## config.mk

```make
export PLATFORM = sky130hd
export DESIGN_NAME = addr_ctrl_regs
export DESIGN_NICKNAME = d
export VERILOG_FILES = /design/src/pkg/addr_ctrl_pkg.sv /design/src/hw/addr_ctrl_regs.sv /design/src/hw/pointer_pair.sv /design/src/hw/wait_counter.sv
export SDC_FILE = /design/constraint.sdc
export NUM_CORES = 1
export LEC_CHECK = 0
export ABC_AREA = 1
export BUFFER_PORTS_ARGS = -buffer_cell sky130_fd_sc_hd__clkbuf_2
export CAP_MARGIN = 20
export CORE_AREA = 5 5 149 151
export CTS_CLUSTER_DIAMETER = 50
export DETAILED_ROUTE_END_ITERATION = 10
export DIE_AREA = 0 0 154 156
export GPL_TIMING_DRIVEN = 0
export PLACE_DENSITY_LB_ADDON = 0.05
export SLEW_MARGIN = 20
export SYNTH_ARGS = -nofsm -noshare
export SYNTH_HDL_FRONTEND = slang
export SYNTH_SLANG_ARGS = --single-unit
```

## constraint.sdc

```tcl
create_clock -name core_clk -period 7 [get_ports core_clk]
set_input_delay 1.05 -clock core_clk [delete_from_list [all_inputs] [get_ports core_clk]]
set_output_delay 1.05 -clock core_clk [all_outputs]
set_load 0.05 [all_outputs]
```

## src/pkg/addr_ctrl_pkg.sv

```systemverilog
// addressing and wait-state control constants and carriers
// assumes an 8-bit special-function register space on the cpu clock
`default_nettype none
package addr_ctrl_pkg;
	localparam logic [7:0] ADR_PTR_LO     = 8'h82;
	localparam logic [7:0] ADR_PTR_HI     = 8'h83;
	localparam logic [7:0] ADR_PTR1_LO    = 8'h84;
	localparam logic [7:0] ADR_PTR1_HI    = 8'h85;
	localparam logic [7:0] ADR_PTR_SEL    = 8'h86;
	localparam logic [7:0] ADR_WAIT       = 8'h92;
	localparam logic [7:0] ADR_PTR_TOP    = 8'h93;
	localparam logic [7:0] ADR_PTR1_TOP   = 8'h95;
	localparam logic [7:0] ADR_STACK_HI   = 8'h9b;
	localparam logic [7:0] ADR_MODE       = 8'h9d;
	localparam logic [7:0] ADR_PORT_TWO   = 8'ha0;
	localparam logic [7:0] ADR_XRAM_BASE  = 8'hc6;
	localparam logic [7:0] ADR_PAGE_HIGH  = 8'hda;
	localparam logic [7:0] ADR_UPPER      = 8'hea;

	localparam logic [7:0] RST_WAIT       = 8'h07;
	localparam logic [7:0] RST_ZERO       = 8'h00;
	localparam logic [7:0] RST_PORT_TWO   = 8'hff;

	// field positions
	localparam int WAIT_MSB  = 3;
	localparam int MODE_HI   = 1;
	localparam int MODE_SA   = 2;
	localparam int MODE_SRC  = 3;
	localparam int MODE_VEC  = 5;
	localparam int SEL_BIT   = 0;
	localparam int SEL_TSL   = 5;
	localparam int SEL_ID0   = 6;
	localparam int SEL_ID1   = 7;
	localparam logic [7:0] MODE_MASK = 8'h2b;
	localparam logic [7:0] SEL_MASK  = 8'he1;
	localparam logic [11:0] XRAM_STEP_ZERO = 12'h000;
	localparam logic [3:0]  VEC_HI_NIBBLE  = 4'h7;
	localparam logic [15:0] VEC_LOW_BASE   = 16'h0000;

	typedef struct packed {
		logic       wr;
		logic       ta_open;
		logic [7:0] addr;
		logic [7:0] wdata;
	} sfr_req_t;

	typedef struct packed {
		logic [23:0] addr;
		logic        valid;
	} xram_addr_t;
endpackage : addr_ctrl_pkg
`default_nettype wire
```

## src/hw/addr_ctrl_regs.sv

```systemverilog
// addressing mode, wait-state and dual data pointer registers
// assumes the cpu presents sfr accesses one cycle each and decodes its own
// instructions into the ptr_use / ptr_inc and movx strobes below
`default_nettype none

module addr_ctrl_regs
	import addr_ctrl_pkg::*;
(
	// clock and reset
	input  wire logic        core_clk,
	input  wire logic        sys_rst,
	// sfr access from the cpu
	input  wire sfr_req_t    sfr_req,
	input  wire logic        sfr_valid,
	output logic [7:0]       sfr_rdata,
	output logic             sfr_hit,
	// instruction side events
	input  wire logic        ptr_use,
	input  wire logic        ptr_inc,
	input  wire logic        movx_ri,
	input  wire logic        movx_ptr,
	input  wire logic [7:0]  ri_low,
	input  wire logic [7:0]  stack_ptr,
	// flash fetch
	input  wire logic        fetch_req,
	input  wire logic [7:0]  flash_data,
	output logic             fetch_ready,
	output logic [7:0]       fetch_data,
	// address outputs
	output xram_addr_t       xram_out,
	output logic [15:0]      stack_addr,
	output logic [15:0]      vector_base,
	output logic             wide_mode,
	output logic [7:0]       xram_base_page
);
	logic [7:0]  flash_wait_cycles;
	logic [7:0]  xram_base_relocation;
	logic [7:0]  addressing_mode_ctrl;
	logic [7:0]  pointer_select_ctrl;
	logic [7:0]  indirect_page_high;
	logic [7:0]  indirect_upper_address;
	logic [7:0]  stack_high_byte;
	logic [7:0]  port_two_latch;
	logic [23:0] primary_pointer;
	logic [23:0] secondary_pointer;
	logic        wr;
	logic        sel;
	logic [1:0]  increment_mode;
	logic        auto_toggle_enable;
	logic        next_sel;
	logic [7:0]  rd_mux;
	logic        rd_hit;

	assign wr                 = sfr_valid && sfr_req.wr;
	assign sel                = pointer_select_ctrl[SEL_BIT];
	assign auto_toggle_enable = pointer_select_ctrl[SEL_TSL];
	assign increment_mode     = {pointer_select_ctrl[SEL_ID1], pointer_select_ctrl[SEL_ID0]};

	// protected registers: writes dropped while the guard is closed
	always_ff @(posedge core_clk or posedge sys_rst)
	begin
		if (sys_rst)
		begin
			flash_wait_cycles    <= RST_WAIT;
			xram_base_relocation <= RST_ZERO;
			addressing_mode_ctrl <= RST_ZERO;
		end
		else if (wr && sfr_req.ta_open)
		begin
			if (sfr_req.addr == ADR_WAIT)
				flash_wait_cycles <= {4'h0, sfr_req.wdata[WAIT_MSB:0]};
			if (sfr_req.addr == ADR_XRAM_BASE)
				xram_base_relocation <= sfr_req.wdata;
			if (sfr_req.addr == ADR_MODE)
				addressing_mode_ctrl <= sfr_req.wdata & MODE_MASK;
		end
	end

	// plain registers
	always_ff @(posedge core_clk or posedge sys_rst)
	begin
		if (sys_rst)
		begin
			indirect_page_high     <= RST_ZERO;
			indirect_upper_address <= RST_ZERO;
			stack_high_byte        <= RST_ZERO;
			port_two_latch         <= RST_PORT_TWO;
		end
		else if (wr)
		begin
			if (sfr_req.addr == ADR_PAGE_HIGH)
				indirect_page_high <= sfr_req.wdata;
			if (sfr_req.addr == ADR_UPPER)
				indirect_upper_address <= sfr_req.wdata;
			if (sfr_req.addr == ADR_STACK_HI)
				stack_high_byte <= sfr_req.wdata;
			if (sfr_req.addr == ADR_PORT_TWO)
				port_two_latch <= sfr_req.wdata;
		end
	end

	// selection after a pointer use: toggle, or id mode 1x also flips on an increment
	always_comb
	begin
		next_sel = sel;
		if (ptr_use && (auto_toggle_enable || (ptr_inc && increment_mode[1])))
			next_sel = ~sel;
	end

	// a software write of the select register wins over a same-cycle use
	always_ff @(posedge core_clk or posedge sys_rst)
	begin
		if (sys_rst)
			pointer_select_ctrl <= RST_ZERO;
		else if (wr && sfr_req.addr == ADR_PTR_SEL)
			pointer_select_ctrl <= sfr_req.wdata & SEL_MASK;
		else
			pointer_select_ctrl[SEL_BIT] <= next_sel;
	end

	// id0 set turns increment into decrement
	pointer_pair u_primary (
		.core_clk (core_clk),
		.sys_rst  (sys_rst),
		.wr_lo    (wr && sfr_req.addr == ADR_PTR_LO),
		.wr_hi    (wr && sfr_req.addr == ADR_PTR_HI),
		.wr_top   (wr && sfr_req.addr == ADR_PTR_TOP),
		.wdata    (sfr_req.wdata),
		.step     (ptr_inc && !sel),
		.down     (increment_mode[0]),
		.value    (primary_pointer)
	);

	pointer_pair u_secondary (
		.core_clk (core_clk),
		.sys_rst  (sys_rst),
		.wr_lo    (wr && sfr_req.addr == ADR_PTR1_LO),
		.wr_hi    (wr && sfr_req.addr == ADR_PTR1_HI),
		.wr_top   (wr && sfr_req.addr == ADR_PTR1_TOP),
		.wdata    (sfr_req.wdata),
		.step     (ptr_inc && sel),
		.down     (increment_mode[0]),
		.value    (secondary_pointer)
	);

	wait_counter #(.W(WAIT_MSB + 1)) u_wait (
		.core_clk    (core_clk),
		.sys_rst     (sys_rst),
		.wait_cycles (flash_wait_cycles[WAIT_MSB:0]),
		.fetch_req   (fetch_req),
		.flash_data  (flash_data),
		.fetch_ready (fetch_ready),
		.fetch_data  (fetch_data)
	);

	// read mux; stack indicator follows the wide-mode bit
	always_comb
	begin
		rd_hit = 1'b1;
		case (sfr_req.addr)
			ADR_PTR_LO:    rd_mux = primary_pointer[7:0];
			ADR_PTR_HI:    rd_mux = primary_pointer[15:8];
			ADR_PTR1_LO:   rd_mux = secondary_pointer[7:0];
			ADR_PTR1_HI:   rd_mux = secondary_pointer[15:8];
			ADR_PTR_SEL:   rd_mux = pointer_select_ctrl;
			ADR_WAIT:      rd_mux = flash_wait_cycles;
			ADR_PTR_TOP:   rd_mux = primary_pointer[23:16];
			ADR_PTR1_TOP:  rd_mux = secondary_pointer[23:16];
			ADR_STACK_HI:  rd_mux = stack_high_byte;
			ADR_MODE:      rd_mux = {addressing_mode_ctrl[7:3],
				addressing_mode_ctrl[MODE_HI], addressing_mode_ctrl[1:0]};
			ADR_PORT_TWO:  rd_mux = port_two_latch;
			ADR_XRAM_BASE: rd_mux = xram_base_relocation;
			ADR_PAGE_HIGH: rd_mux = indirect_page_high;
			ADR_UPPER:     rd_mux = indirect_upper_address;
			default:
			begin
				rd_mux = RST_ZERO;
				rd_hit = 1'b0;
			end
		endcase
	end

	always_ff @(posedge core_clk or posedge sys_rst)
	begin
		if (sys_rst)
		begin
			sfr_rdata <= RST_ZERO;
			sfr_hit   <= 1'b0;
		end
		else
		begin
			sfr_rdata <= (sfr_valid && !sfr_req.wr) ? rd_mux : RST_ZERO;
			sfr_hit   <= sfr_valid && rd_hit;
		end
	end

	// external data address; top bytes carried but not decoded by memory
	always_ff @(posedge core_clk or posedge sys_rst)
	begin
		if (sys_rst)
			xram_out <= '0;
		else
		begin
			xram_out.valid <= movx_ri || movx_ptr;
			if (movx_ptr)
				xram_out.addr <= sel ? secondary_pointer : primary_pointer;
			else if (movx_ri)
				xram_out.addr <= {indirect_upper_address,
					addressing_mode_ctrl[MODE_SRC] ? indirect_page_high : port_two_latch,
					ri_low};
		end
	end

	// mode-derived outputs and the relocated xram base page
	always_ff @(posedge core_clk or posedge sys_rst)
	begin
		if (sys_rst)
		begin
			wide_mode      <= 1'b0;
			stack_addr     <= '0;
			vector_base    <= VEC_LOW_BASE;
			xram_base_page <= RST_ZERO;
		end
		else
		begin
			wide_mode   <= addressing_mode_ctrl[MODE_HI];
			stack_addr  <= addressing_mode_ctrl[MODE_HI] ?
				{stack_high_byte, stack_ptr} : {8'h00, stack_ptr};
			vector_base <= addressing_mode_ctrl[MODE_VEC] ?
				{VEC_HI_NIBBLE, XRAM_STEP_ZERO} : VEC_LOW_BASE;
			xram_base_page <= xram_base_relocation;
		end
	end

	a_guard_blocks: assert property (@(posedge core_clk) disable iff (sys_rst)
		(wr && !sfr_req.ta_open && sfr_req.addr == ADR_WAIT) |=> $stable(flash_wait_cycles))
		else $error("wait register changed without timed access");
	a_toggle_flip: assert property (@(posedge core_clk) disable iff (sys_rst)
		(ptr_use && auto_toggle_enable && !(wr && sfr_req.addr == ADR_PTR_SEL))
		|=> sel != $past(sel))
		else $error("pointer select did not toggle");
	a_ri_source: assert property (@(posedge core_clk) disable iff (sys_rst)
		(movx_ri && !movx_ptr && addressing_mode_ctrl[MODE_SRC])
		|=> xram_out.addr[15:8] == $past(indirect_page_high))
		else $error("indirect high byte from wrong source");
	a_ri_upper: assert property (@(posedge core_clk) disable iff (sys_rst)
		(movx_ri && !movx_ptr) |=> xram_out.addr[23:16] == $past(indirect_upper_address))
		else $error("indirect upper byte wrong");
	a_ptr_addr: assert property (@(posedge core_clk) disable iff (sys_rst)
		(movx_ptr && !sel) |=> xram_out.addr == $past(primary_pointer))
		else $error("pointer move address wrong");
	a_vector_base: assert property (@(posedge core_clk) disable iff (sys_rst)
		addressing_mode_ctrl[MODE_VEC] ##1 addressing_mode_ctrl[MODE_VEC]
		|-> vector_base == 16'h7000)
		else $error("vector base not relocated");
	a_stack_wide: assert property (@(posedge core_clk) disable iff (sys_rst)
		addressing_mode_ctrl[MODE_HI]
		|=> stack_addr == {$past(stack_high_byte), $past(stack_ptr)})
		else $error("wide stack address wrong");
	a_ri_port_two: assert property (@(posedge core_clk) disable iff (sys_rst)
		(movx_ri && !movx_ptr && !addressing_mode_ctrl[MODE_SRC])
		|=> xram_out.addr[15:8] == $past(port_two_latch))
		else $error("indirect high byte not from port two");
	a_ptr_second: assert property (@(posedge core_clk) disable iff (sys_rst)
		(movx_ptr && sel) |=> xram_out.addr == $past(secondary_pointer))
		else $error("second pointer move address wrong");
	a_move_pulse: assert property (@(posedge core_clk) disable iff (sys_rst)
		!(movx_ri || movx_ptr) |=> !xram_out.valid)
		else $error("move address valid without a move");
	a_vector_low: assert property (@(posedge core_clk) disable iff (sys_rst)
		!addressing_mode_ctrl[MODE_VEC] ##1 !addressing_mode_ctrl[MODE_VEC]
		|-> vector_base == VEC_LOW_BASE)
		else $error("vector base not at low region");
	a_mode_guard: assert property (@(posedge core_clk) disable iff (sys_rst)
		(wr && !sfr_req.ta_open && sfr_req.addr == ADR_MODE)
		|=> $stable(addressing_mode_ctrl))
		else $error("mode register changed without timed access");
	a_sel_hold: assert property (@(posedge core_clk) disable iff (sys_rst)
		(!ptr_use && !(wr && sfr_req.addr == ADR_PTR_SEL)) |=> $stable(sel))
		else $error("pointer select changed without a use");
	a_wait_reset: assert property (@(posedge core_clk)
		$fell(sys_rst) |-> flash_wait_cycles == RST_WAIT)
		else $error("wait register reset value wrong");
endmodule : addr_ctrl_regs
`default_nettype wire

```

## src/hw/pointer_pair.sv

```systemverilog
// one data pointer: low, high and top byte registers
// assumes the sfr decoder raises one write strobe per byte
`default_nettype none
module pointer_pair
	import addr_ctrl_pkg::*;
(
	// clock and reset
	input  wire logic        core_clk,
	input  wire logic        sys_rst,
	// writes
	input  wire logic        wr_lo,
	input  wire logic        wr_hi,
	input  wire logic        wr_top,
	input  wire logic [7:0]  wdata,
	// pointer update
	input  wire logic        step,
	input  wire logic        down,
	// value
	output logic [23:0]      value
);
	always_ff @(posedge core_clk or posedge sys_rst)
	begin
		if (sys_rst)
			value <= '0;
		else if (wr_lo)
			value[7:0] <= wdata;
		else if (wr_hi)
			value[15:8] <= wdata;
		else if (wr_top)
			value[23:16] <= wdata;
		else if (step)
			value[15:0] <= down ? value[15:0] - 16'h0001 : value[15:0] + 16'h0001;
	end
endmodule : pointer_pair
`default_nettype wire

```

## src/hw/wait_counter.sv

```systemverilog
// flash fetch wait-state counter
// assumes fetch_req is held until fetch_ready
`default_nettype none
module wait_counter
	import addr_ctrl_pkg::*;
#(
	parameter int W = 4
)(
	// clock and reset
	input  wire logic         core_clk,
	input  wire logic         sys_rst,
	// control
	input  wire logic [W-1:0] wait_cycles,
	input  wire logic         fetch_req,
	input  wire logic [7:0]   flash_data,
	// result
	output logic              fetch_ready,
	output logic [7:0]        fetch_data
);
	logic [W-1:0] count;
	logic         busy;

	always_ff @(posedge core_clk or posedge sys_rst)
	begin
		if (sys_rst)
		begin
			count       <= '0;
			busy        <= 1'b0;
			fetch_ready <= 1'b0;
			fetch_data  <= RST_ZERO;
		end
		else
		begin
			fetch_ready <= 1'b0;
			if (fetch_req && !busy && !fetch_ready)
			begin
				busy  <= 1'b1;
				count <= wait_cycles;
			end
			else if (busy && count != '0)
				count <= count - 1'b1;
			else if (busy)
			begin
				busy        <= 1'b0;
				fetch_ready <= 1'b1;
				fetch_data  <= flash_data;
			end
		end
	end

	// independent span count, so the stall length is checked for every wait setting
	logic [W:0]   span;
	logic [W-1:0] taken_wait;

	always_ff @(posedge core_clk or posedge sys_rst)
	begin
		if (sys_rst)
		begin
			span       <= '0;
			taken_wait <= '0;
		end
		else if (fetch_req && !busy && !fetch_ready)
		begin
			span       <= '0;
			taken_wait <= wait_cycles;
		end
		else if (busy)
			span <= span + 1'b1;
	end

	a_wait_count: assert property (@(posedge core_clk) disable iff (sys_rst)
		$rose(fetch_ready) |-> span == {1'b0, taken_wait} + 1'b1)
		else $error("fetch stall length wrong");

	// start to ready spans wait_cycles+2 edges
	a_wait_exact: assert property (@(posedge core_clk) disable iff (sys_rst)
		(fetch_req && !busy && !fetch_ready && wait_cycles == '0) |=> ##1 fetch_ready)
		else $error("zero-wait fetch not ready on time");
endmodule : wait_counter
`default_nettype wire

```

# [Yosys cells after proc, flatten, opt, wreduce, memory -nomap -nowiden]
# Cells that the tools add are included.
# Widths: inputs -> output; s select.
[totals] ff_bits=188 mem_count=0 input_bits=50 ramBits=0 mem_bits_ro=0 output_inout_bits=84 elab_cells=137 latchBits=0
[op_classes] div_mod_pow=0 shifts=0 eq_ne=21 n_mux=30 reduce_logical=47 mul=0 n_bitwise=7 magnitude_cmp=0 n_addsub=5
[ops] op="$eq 8x8->1 const B" count=14
[ops] op="$mux 16" count=7
[ops] op="$pmux 8 s14" count=1
[ops] op="$mux 24" count=3
[ops] op="$mux 8" count=8
[ops] op="$add 16x1->16 const B" count=2
[ops] op="$sub 16x1->16 const B" count=2
[ops] op="$reduce_and 3->1" count=7
[ops] op="$logic_and 1x1->1" count=18
[ops] op="$mux 15" count=1
[ops] op="$reduce_and 2->1" count=7
[ops] op="$reduce_bool 2->1" count=7
[ops] op="$reduce_or 14->1" count=1
[ops] op="$ne 2x1->1 const B" count=6
[ops] op="$mux 1" count=8
[ops] op="$mux 4" count=2
[ops] op="$not 1->1" count=7
[ops] op="$logic_not 1->1" count=4
[ops] op="$reduce_bool 4->1" count=1
[ops] op="$sub 4x1->4 const B" count=1
[ops] op="$logic_or 1x1->1" count=2
[ops] op="$ne 2x2->1 const B" count=1

# [Longest topological paths before layout]
# Gate-level depths: netlist of the first run.
[depth] word_depth=6 ltp_mapped=12

# [Modules after synthesis]
# Synthesis of the first run repeated with hierarchy kept, for this count alone.
[hier_totals] hier_cells=1442 area_unflattened_um2=10523.8
[by_module_without_submodules] module="addr_ctrl_regs" cells_each=757 instances=1 area_each_um2=5828.1
[by_module_without_submodules] module="pointer_pair" cells_each=301 instances=2 area_each_um2=2014.4
[by_module_without_submodules] module="wait_counter" cells_each=83 instances=1 area_each_um2=666.9

# [Least setup slack after synthesis of the first run]
# OpenSTA, ideal clock, no wires.
[synth_path] kind="flip-flop to flip-flop" start="reg pointer_select_ctrl[6]" end="reg u_primary.value[12]" synth_period_minus_slack_ns=2.229 arrival_time_ns=2.112 slack_ns=4.771 path_buffers=0 path_stages_with_launch=10 path_cell_list="dfrtp_1 ha_1 or2_2 and2_1 nand3_1 nand3_1 nand2_1 nand3_1 nand2_1 nand2_1"
[synth_between] elab_chain_cells=4
[synth_lines] item="start, declared" line_no="addr_ctrl_regs.sv:39" text="logic [7:0] pointer_select_ctrl;"
[synth_lines] item="start signal, assigned" line_no="addr_ctrl_regs.sv:116" text="pointer_select_ctrl <= sfr_req.wdata & SEL_MASK;"
[synth_lines] item="start signal, assigned by index" line_no="addr_ctrl_regs.sv:118" text="pointer_select_ctrl[SEL_BIT] <= next_sel;"
[synth_lines] item="$mux 16" line_no="pointer_pair.sv:32" text="value[15:0] <= down ? value[15:0] - 16'h0001 : value[15:0] + 16'h0001;"
[synth_lines] item="$mux 16" line_no="pointer_pair.sv:31" text="else if (step)"
[synth_lines] item="$mux 16" line_no="pointer_pair.sv:29" text="else if (wr_top)"
[synth_lines] item="$mux 8" line_no="pointer_pair.sv:27" text="else if (wr_hi)"
[synth_lines] item="end signal, assigned" line_no="pointer_pair.sv:28" text="value[15:8] <= wdata;"
[synth_lines] item="end signal, assigned" line_no="pointer_pair.sv:32"
[synth_lines] item="end, declared" line_no="pointer_pair.sv:19" text="output logic [23:0] value"
# Every way passes these cells. The select of a mux whose other input is x is not followed.
# A chain may end at the register's enable or synchronous reset.

# [Final worst setup path of the first run]
[layout_path] start="in sfr_req[11] (netlist name)" end="reg sfr_rdata[1]"
[layout_between] elab_chain_cells=3
[layout_lines] item="start, declared" line_no="addr_ctrl_regs.sv:13" text="input wire sfr_req_t sfr_req,"
[layout_lines] item="$eq 8x8->1" line_no="addr_ctrl_regs.sv:160" text="case (sfr_req.addr)"
[layout_lines] item="$pmux 8 s14 (*)" line_no="addr_ctrl_regs.sv:160"
[layout_lines] item="$mux 8 (*)" line_no="addr_ctrl_regs.sv:193" text="sfr_rdata <= (sfr_valid && !sfr_req.wr) ? rd_mux : RST_ZERO;"
[layout_lines] item="end signal, assigned" line_no="addr_ctrl_regs.sv:193"
[layout_lines] item="end, declared" line_no="addr_ctrl_regs.sv:15" text="output logic [7:0] sfr_rdata,"
# Every way passes the cells marked *; elsewhere a longest branch is shown, timed or not.

==> results.yml, run 1 <==
sta:
  clock_skew_ns: 0.01010
  worst_slew_pin_slew_ns: 0.9362
  slew_viol_final: 0
  rsz0062_at_grt: "no"
  holdWs_ns: 0.3600
  hold_viol_final: 0
  fin_crit_sh: 0.3411
  setup_viol: 0
  min_period_ns: 2.388
  finalSetupTns_ns: 0
  max_slew_margin: 0.3759
  timing.fmax_mhz: 418.8
global_route:
  grtUsageTotal: 0.2624
  grt_max_degree: 101
  grt_pass1_wl_mm: 49.42
  grt_pass1_vias: 9207
  grt-ovfl-total: 0
  antenna_found_initial: 0
finish:
  multi_input_area_sq_mm: 0.004997
  fillers: 2015
  nNetsFinal: 1636
  n_antenna_cell: 0
  area_growth_pct: 16.00
  drive_gt1_frac: 0.1537
  regArea_sq_mm: 0.004369
logic_synthesis:
  ys_types: 42
  syn_inst: 1402
  syn_area_sq_mm: 0.01021
  ys_seq_elements: 174
  ys_warn_count: 0
  yosys-top-cells-count: "428 x nand2_1, 163 x dfrtp_1, 158 x inv_1"
  postSynth.asyncResetShare: 1.000
  yosysTopAreaCellShare: 0.3997
  yosys.area.top_type: "dfrtp_1"
  syn_area_per_cell_sq_um: 7.280
  ys_seq_area_frac: 0.4280
  yosysMostFrequentCell: "nand2_1"
  synthFlopType: "dfrtp_1"
  synth_edf_count: 0
  synth_top_cells_by_area: "dfrtp_1 40%, nand2_1 16%, o21ai_0 6.1%"
worst_setup_path:
  crit_fanout: 10
  end_kind: "flip-flop"
  cp_cell_sequence: "clkbuf_2, inv_1, nand2_2, nor2_4, buf_4, nand2_1, o21ai_0, nor2_1, nand2_1, nor2_1, nor2_1"
  arrival_ns: 2.73
  max_stage_delay_ns: 0.34
  crit_path_frequent_cell: "nor2_1"
  cp-start-kind: "input pin"
  cp.required_ns: 7.34
  critPathSlowestCell: "o21ai_0"
  critPathKind: "input pin to flip-flop"
clocking:
  htreeDepth: 4
  clock_latency_ns: 0.44
  clock-root-buffer: "clkbuf_16"
  clockBufferDepth: 2
  path_clk_slew_ns: 0.08
  cts_tree: "done"
  cts.sinks: 174
  cts_setup_buffers: 0
  holdBufCountCts: 0
  cts_made_buffers: 17
  cts_resized: 0
routing:
  routed_wl_mm: 31.25
  drtIter0Drc: 724
  vias_per_cell: 5.282
  drc: 0
  dr.pass1.iters: 5
  via_count: 9735
  ant_nets: 0
  wl_per_cell_microns: 16.96
floorplan:
  core.rowCount: 53
  core_area_sq_mm: 0.02069
  io_pins: 134
  initial_utilization: 0.4933
  fp.dieArea_sq_mm: 0.02402
  die_height_microns: 156
  die-width_microns: 154
outcome:
  status: "complete, no violations"
pwr:
  p_per_area_mw_per_mm2: 365.1
  power_leakage_nw: 6.372
  ir_drop_mv: 0.1755
place:
  gp_congestion: 0.9864
  dp_hpwl_mm: 24.18
  portBuffers: 120
hold_path:
  hold_class: "flip-flop to flip-flop"
job:
  max_cap_viol_count: 0
path summary, 6_finish.rpt:
| path | cells past startpoint | start | end | slack [ns] |
|---|---|---|---|---|
| hold / removal | 0 | addressing_mode_ctrl[1] | wide_mode | 0.36 |
| max in group asynchronous | 4 | sys_rst | flash_wait_cycles[2] | 5.51 |
| hold reg to reg | 0 | addressing_mode_ctrl[1] | wide_mode | 0.36 |
| min in group asynchronous | 2 | sys_rst | stack_addr[7] | 0.51 |
| setup reg to reg | 9 | pointer_select_ctrl[6] | u_secondary.value[12] | 4.64 |
| setup / recovery | 11 | sfr_req[11] | sfr_rdata[1] | 4.61 |
layout make-up:
cell class | count | area share
Timing Repair Buffer | 122 | 0.05538
Clock buffer | 18 | 0.03625
Sequential cell | 174 | 0.3691
Clock inverter | 14 | 0.01268
Tap cell | 275 | 0.02906
Buffer | 48 | 0.02315
Multi-Input combinational cell | 1029 | 0.4221
Inverter | 163 | 0.05231
flip-flops by register name (all words and copies together), names as in the netlist, 16 cells and up:
| register | cells |
|---|---|
| u_secondary.value | 24 |
| stack_addr | 16 |
| u_primary.value | 24 |
| xram_out | 25 |
power by group:
group          internal (mW)  switching (mW)  leakage, nW
combinational          0.650            1.36         3.89
clock                  0.477           0.458        0.278
sequential              1.19           0.189         2.20
layer usage:
metal,up-vias,GRT usage,share of wire
met2,370,0.4272,0.46
li1,4774,-,-
met3,74,0.03800,0.068
met5,-,0,0
met4,0,0.1047,0.037
met1,4517,0.3556,0.43
cells by family after synthesis:
| group | synth area share |
|---|---|
| flops | 0.4280 |
| compound gates | 0.1119 |
| xor+xnor | 0.01287 |
| other cells | 0.0003674 |
| fa+ha+maj | 0.03948 |
| simple gates | 0.3206 |
| buf+inv | 0.08680 |
cell usage in the layout, fill, tap and decap left out, types with 11 or more instances in the layout:
cell type / count
o21ai_0: 124
nand3_1: 103
dfstp_2: 11
nand4_1: 12
nor2_2: 11
a21oi_1: 55
dfrtp_1: 162
clkbuf_16: 17
clkbuf_1: 22
ha_1: 29
nand2_1: 428
buf_4: 17
nor2_1: 149
inv_1: 157
conb_1: 13
clkbuf_2: 120
o21ai_1: 11
worst max-delay path: cells and delay by family:
family / cells / cell delay [ns]
AND/OR/NAND/NOR: 7 / 0.91
buffers and inverters: 3 / 0.42
AO/OA/AOI/OAI: 1 / 0.34
through the flow:
step                power (mW)  std cells  utilization  setup slack [ns]  cell area (sq um)
finish                   4.322       1843       0.5722             4.612              11840
global route             4.663       1843       0.5722             4.486              11840
CTS                      4.335       1843       0.5722             4.664              11840
detailed placement       3.398       1811       0.5442             4.220              11260
global placement         3.357       1809       0.5411           -0.6971              11200
floorplan                2.875       1414            -             1.251              10250
Note: power is estimated with default switching activity, not from simulation.
==> run 2: changes to the inputs <==
==> constraint.sdc (replaced) <==
create_clock -name core_clk -period 1.9 [get_ports core_clk]
set_input_delay 0.285 -clock core_clk [delete_from_list [all_inputs] [get_ports core_clk]]
set_output_delay 0.285 -clock core_clk [all_outputs]
set_load 0.05 [all_outputs]
==> results.yml, run 2 (synthesis gave the netlist of run 1 again) <==
worst_setup_path:
  critPathKind: "flip-flop to flip-flop"
  cp-start-kind: "flip-flop"
  cp_cell_sequence: "buf_6, buf_16, fa_2, nand2_2, nand2_2, nand3b_1, nand2_2, nand2_2, nand2_2, nand2_2, nand3_2, nand2_1, nand2_1"
  cp.required_ns: 2.23
  arrival_ns: 2.30
  max_stage_delay_ns: 0.50
  crit_path_frequent_cell: "nand2_2"
  crit_fanout: 8
  end_kind: "flip-flop"
  critPathSlowestCell: "dfrtp_4"
clocking:
  clock_latency_ns: 0.43
  cts.sinks: 174
  cts_tree: "done"
  path_clk_slew_ns: 0.07
  clock-root-buffer: "clkbuf_16"
  cts_made_buffers: 17
  clockBufferDepth: 2
  htreeDepth: 4
finish:
  largestRegisters: "xram_out: 25 flops, u_primary.value: 24 flops, u_secondary.value: 24 flops"
  finish.utilization: 0.6175
  final_area_sq_mm: 0.01278
  instances_no_fill: 1873
  largest-register: "xram_out"
  layout_commonest_cell: "nand2_1"
  nNetsFinal: 1666
  drive_gt1_frac: 0.2353
  final_cell_mix: "385 x nand2_1, 162 x dfrtp_1, 149 x inv_1, 143 x nor2_1, 124 x o21ai_0"
  largest_reg_flops: 25
  n_antenna_cell: 0
  area_growth_pct: 25.18
global_route:
  grt_pass1_wl_mm: 51.25
  grt_max_degree: 36
  antenna_found_initial: 0
  grtUsageTotal: 0.2709
  grt-ovfl-total: 0
  grt_pass1_vias: 9494
routing:
  ant_nets: 0
  drc: 0
  vias_per_cell: 5.280
  dr.pass1.iters: 8
  routed_wl_mm: 32.66
  wl_per_cell_microns: 17.44
  via_count: 9890
  drtIter0Drc: 843
floorplan:
  io_pins: 134
  die_height_microns: 156
  die-width_microns: 154
  core.rowCount: 53
  core_area_sq_mm: 0.02069
  initial_utilization: 0.4933
  fp.dieArea_sq_mm: 0.02402
sta:
  setup_viol: 13
  rsz0062_at_grt: "yes"
  max_slew_margin: 0.3813
  fin_crit_sh: 1.036
  holdWs_ns: 0.04698
  setup_ws_ns: -0.06779
  min_period_ns: 1.968
  clock_skew_ns: 0.01320
  timing.fmax_mhz: 508.2
  worst_slew_pin_slew_ns: 0.9281
  hold_viol_final: 0
  slew_viol_final: 0
place:
  dpl.cell_count: 1814
  dp_hpwl_mm: 24.31
  gp_congestion: 0.9755
  portBuffers: 120
  dpl_cell_area_sq_mm: 0.01130
  pre_cts_ws_ns: -0.4092
pwr:
  p_per_area_mw_per_mm2: 1377
  power_leakage_nw: 6.625
  ir_drop_mv: 0.9171
hold_path:
  hold_class: "input pin to flip-flop"
outcome:
  status: "complete, but fails checks"
  violations: "negative setup slack"
job:
  max_cap_viol_count: 0
## run 2: changes by cell type in the layout (fill, tap and decap cells not counted), sizes merged
cell         previous run  this run
clkbuf                159       158
dlygate4sd3             0         9
buf                    29        51
## run 2: layer usage
layer,GRT usage,up-vias,wire length [microns]
met1,0.3650,4610,14010
met5,0,-,0
met2,0.4364,378,15190
met3,0.04327,76,2141
met4,0.1156,0,1317
li1,-,4826,-
## run 2: metrics by stage
step | setup TNS, ns | power (mW)
2_1_floorplan | -104.45 | 10.59
3_3_place_gp | -305.95 | 12.37
3_5_place_dp | -8.298 | 12.52
4_1_cts | -0.3365 | 16.89
5_1_grt | -1.858 | 18.84
6_report | -0.4902 | 17.59
## run 2: worst paths after layout
| path | end | slack (ns) | cells past startpoint | start |
|---|---|---|---|---|
| min in group asynchronous | xram_out[21] | 0.49 | 3 | sys_rst |
| min reg2reg | wide_mode | 0.37 | 0 | addressing_mode_ctrl[1] |
| max reg2reg | u_primary.value[14] | -0.07 | 13 | pointer_select_ctrl[6] |
| min | u_wait.fetch_data[5] | 0.05 | 3 | flash_data[5] |
| max | u_primary.value[14] | -0.07 | 13 | pointer_select_ctrl[6] |
| max in group asynchronous | port_two_latch[7] | 0.52 | 5 | sys_rst |
## run 2: layout make-up
cell class / count / area (sq um)
tap: 275 / 344.1
clock buffer: 18 / 429.2
inverter: 163 / 615.6
clock inverter: 14 / 141.4
sequential: 174 / 4372
fill: 1922 / 7914
buffer: 47 / 270.3
timing repair buffer: 153 / 999.7
multi-input combinational: 1029 / 5604
## run 2: worst max-delay path, delay by kind of cell, from the launching register on
family | cells | cell delay (ns)
simple gates | 10 | 0.70
fa+ha+maj | 1 | 0.35
buf+inv | 2 | 0.31
flops | 1 | 0.50
## run 2: where the power goes
part / internal (mW) / total (mW) / switching, mW
Sequential: 4.39 / 5.21 / 0.822
Combinational: 3.34 / 8.96 / 5.62
Clock: 1.75 / 3.42 / 1.67
Total: 9.48 / 17.6 / 8.11
## run 2: what timing repair did
item,CTS,global route
hold buffers,9,0
gates cloned,1,0
pin swaps,19,39
setup endpoints to repair,27,32
gates resized for setup,74,55
hold endpoints to repair,37,0
buffers inserted,10,8
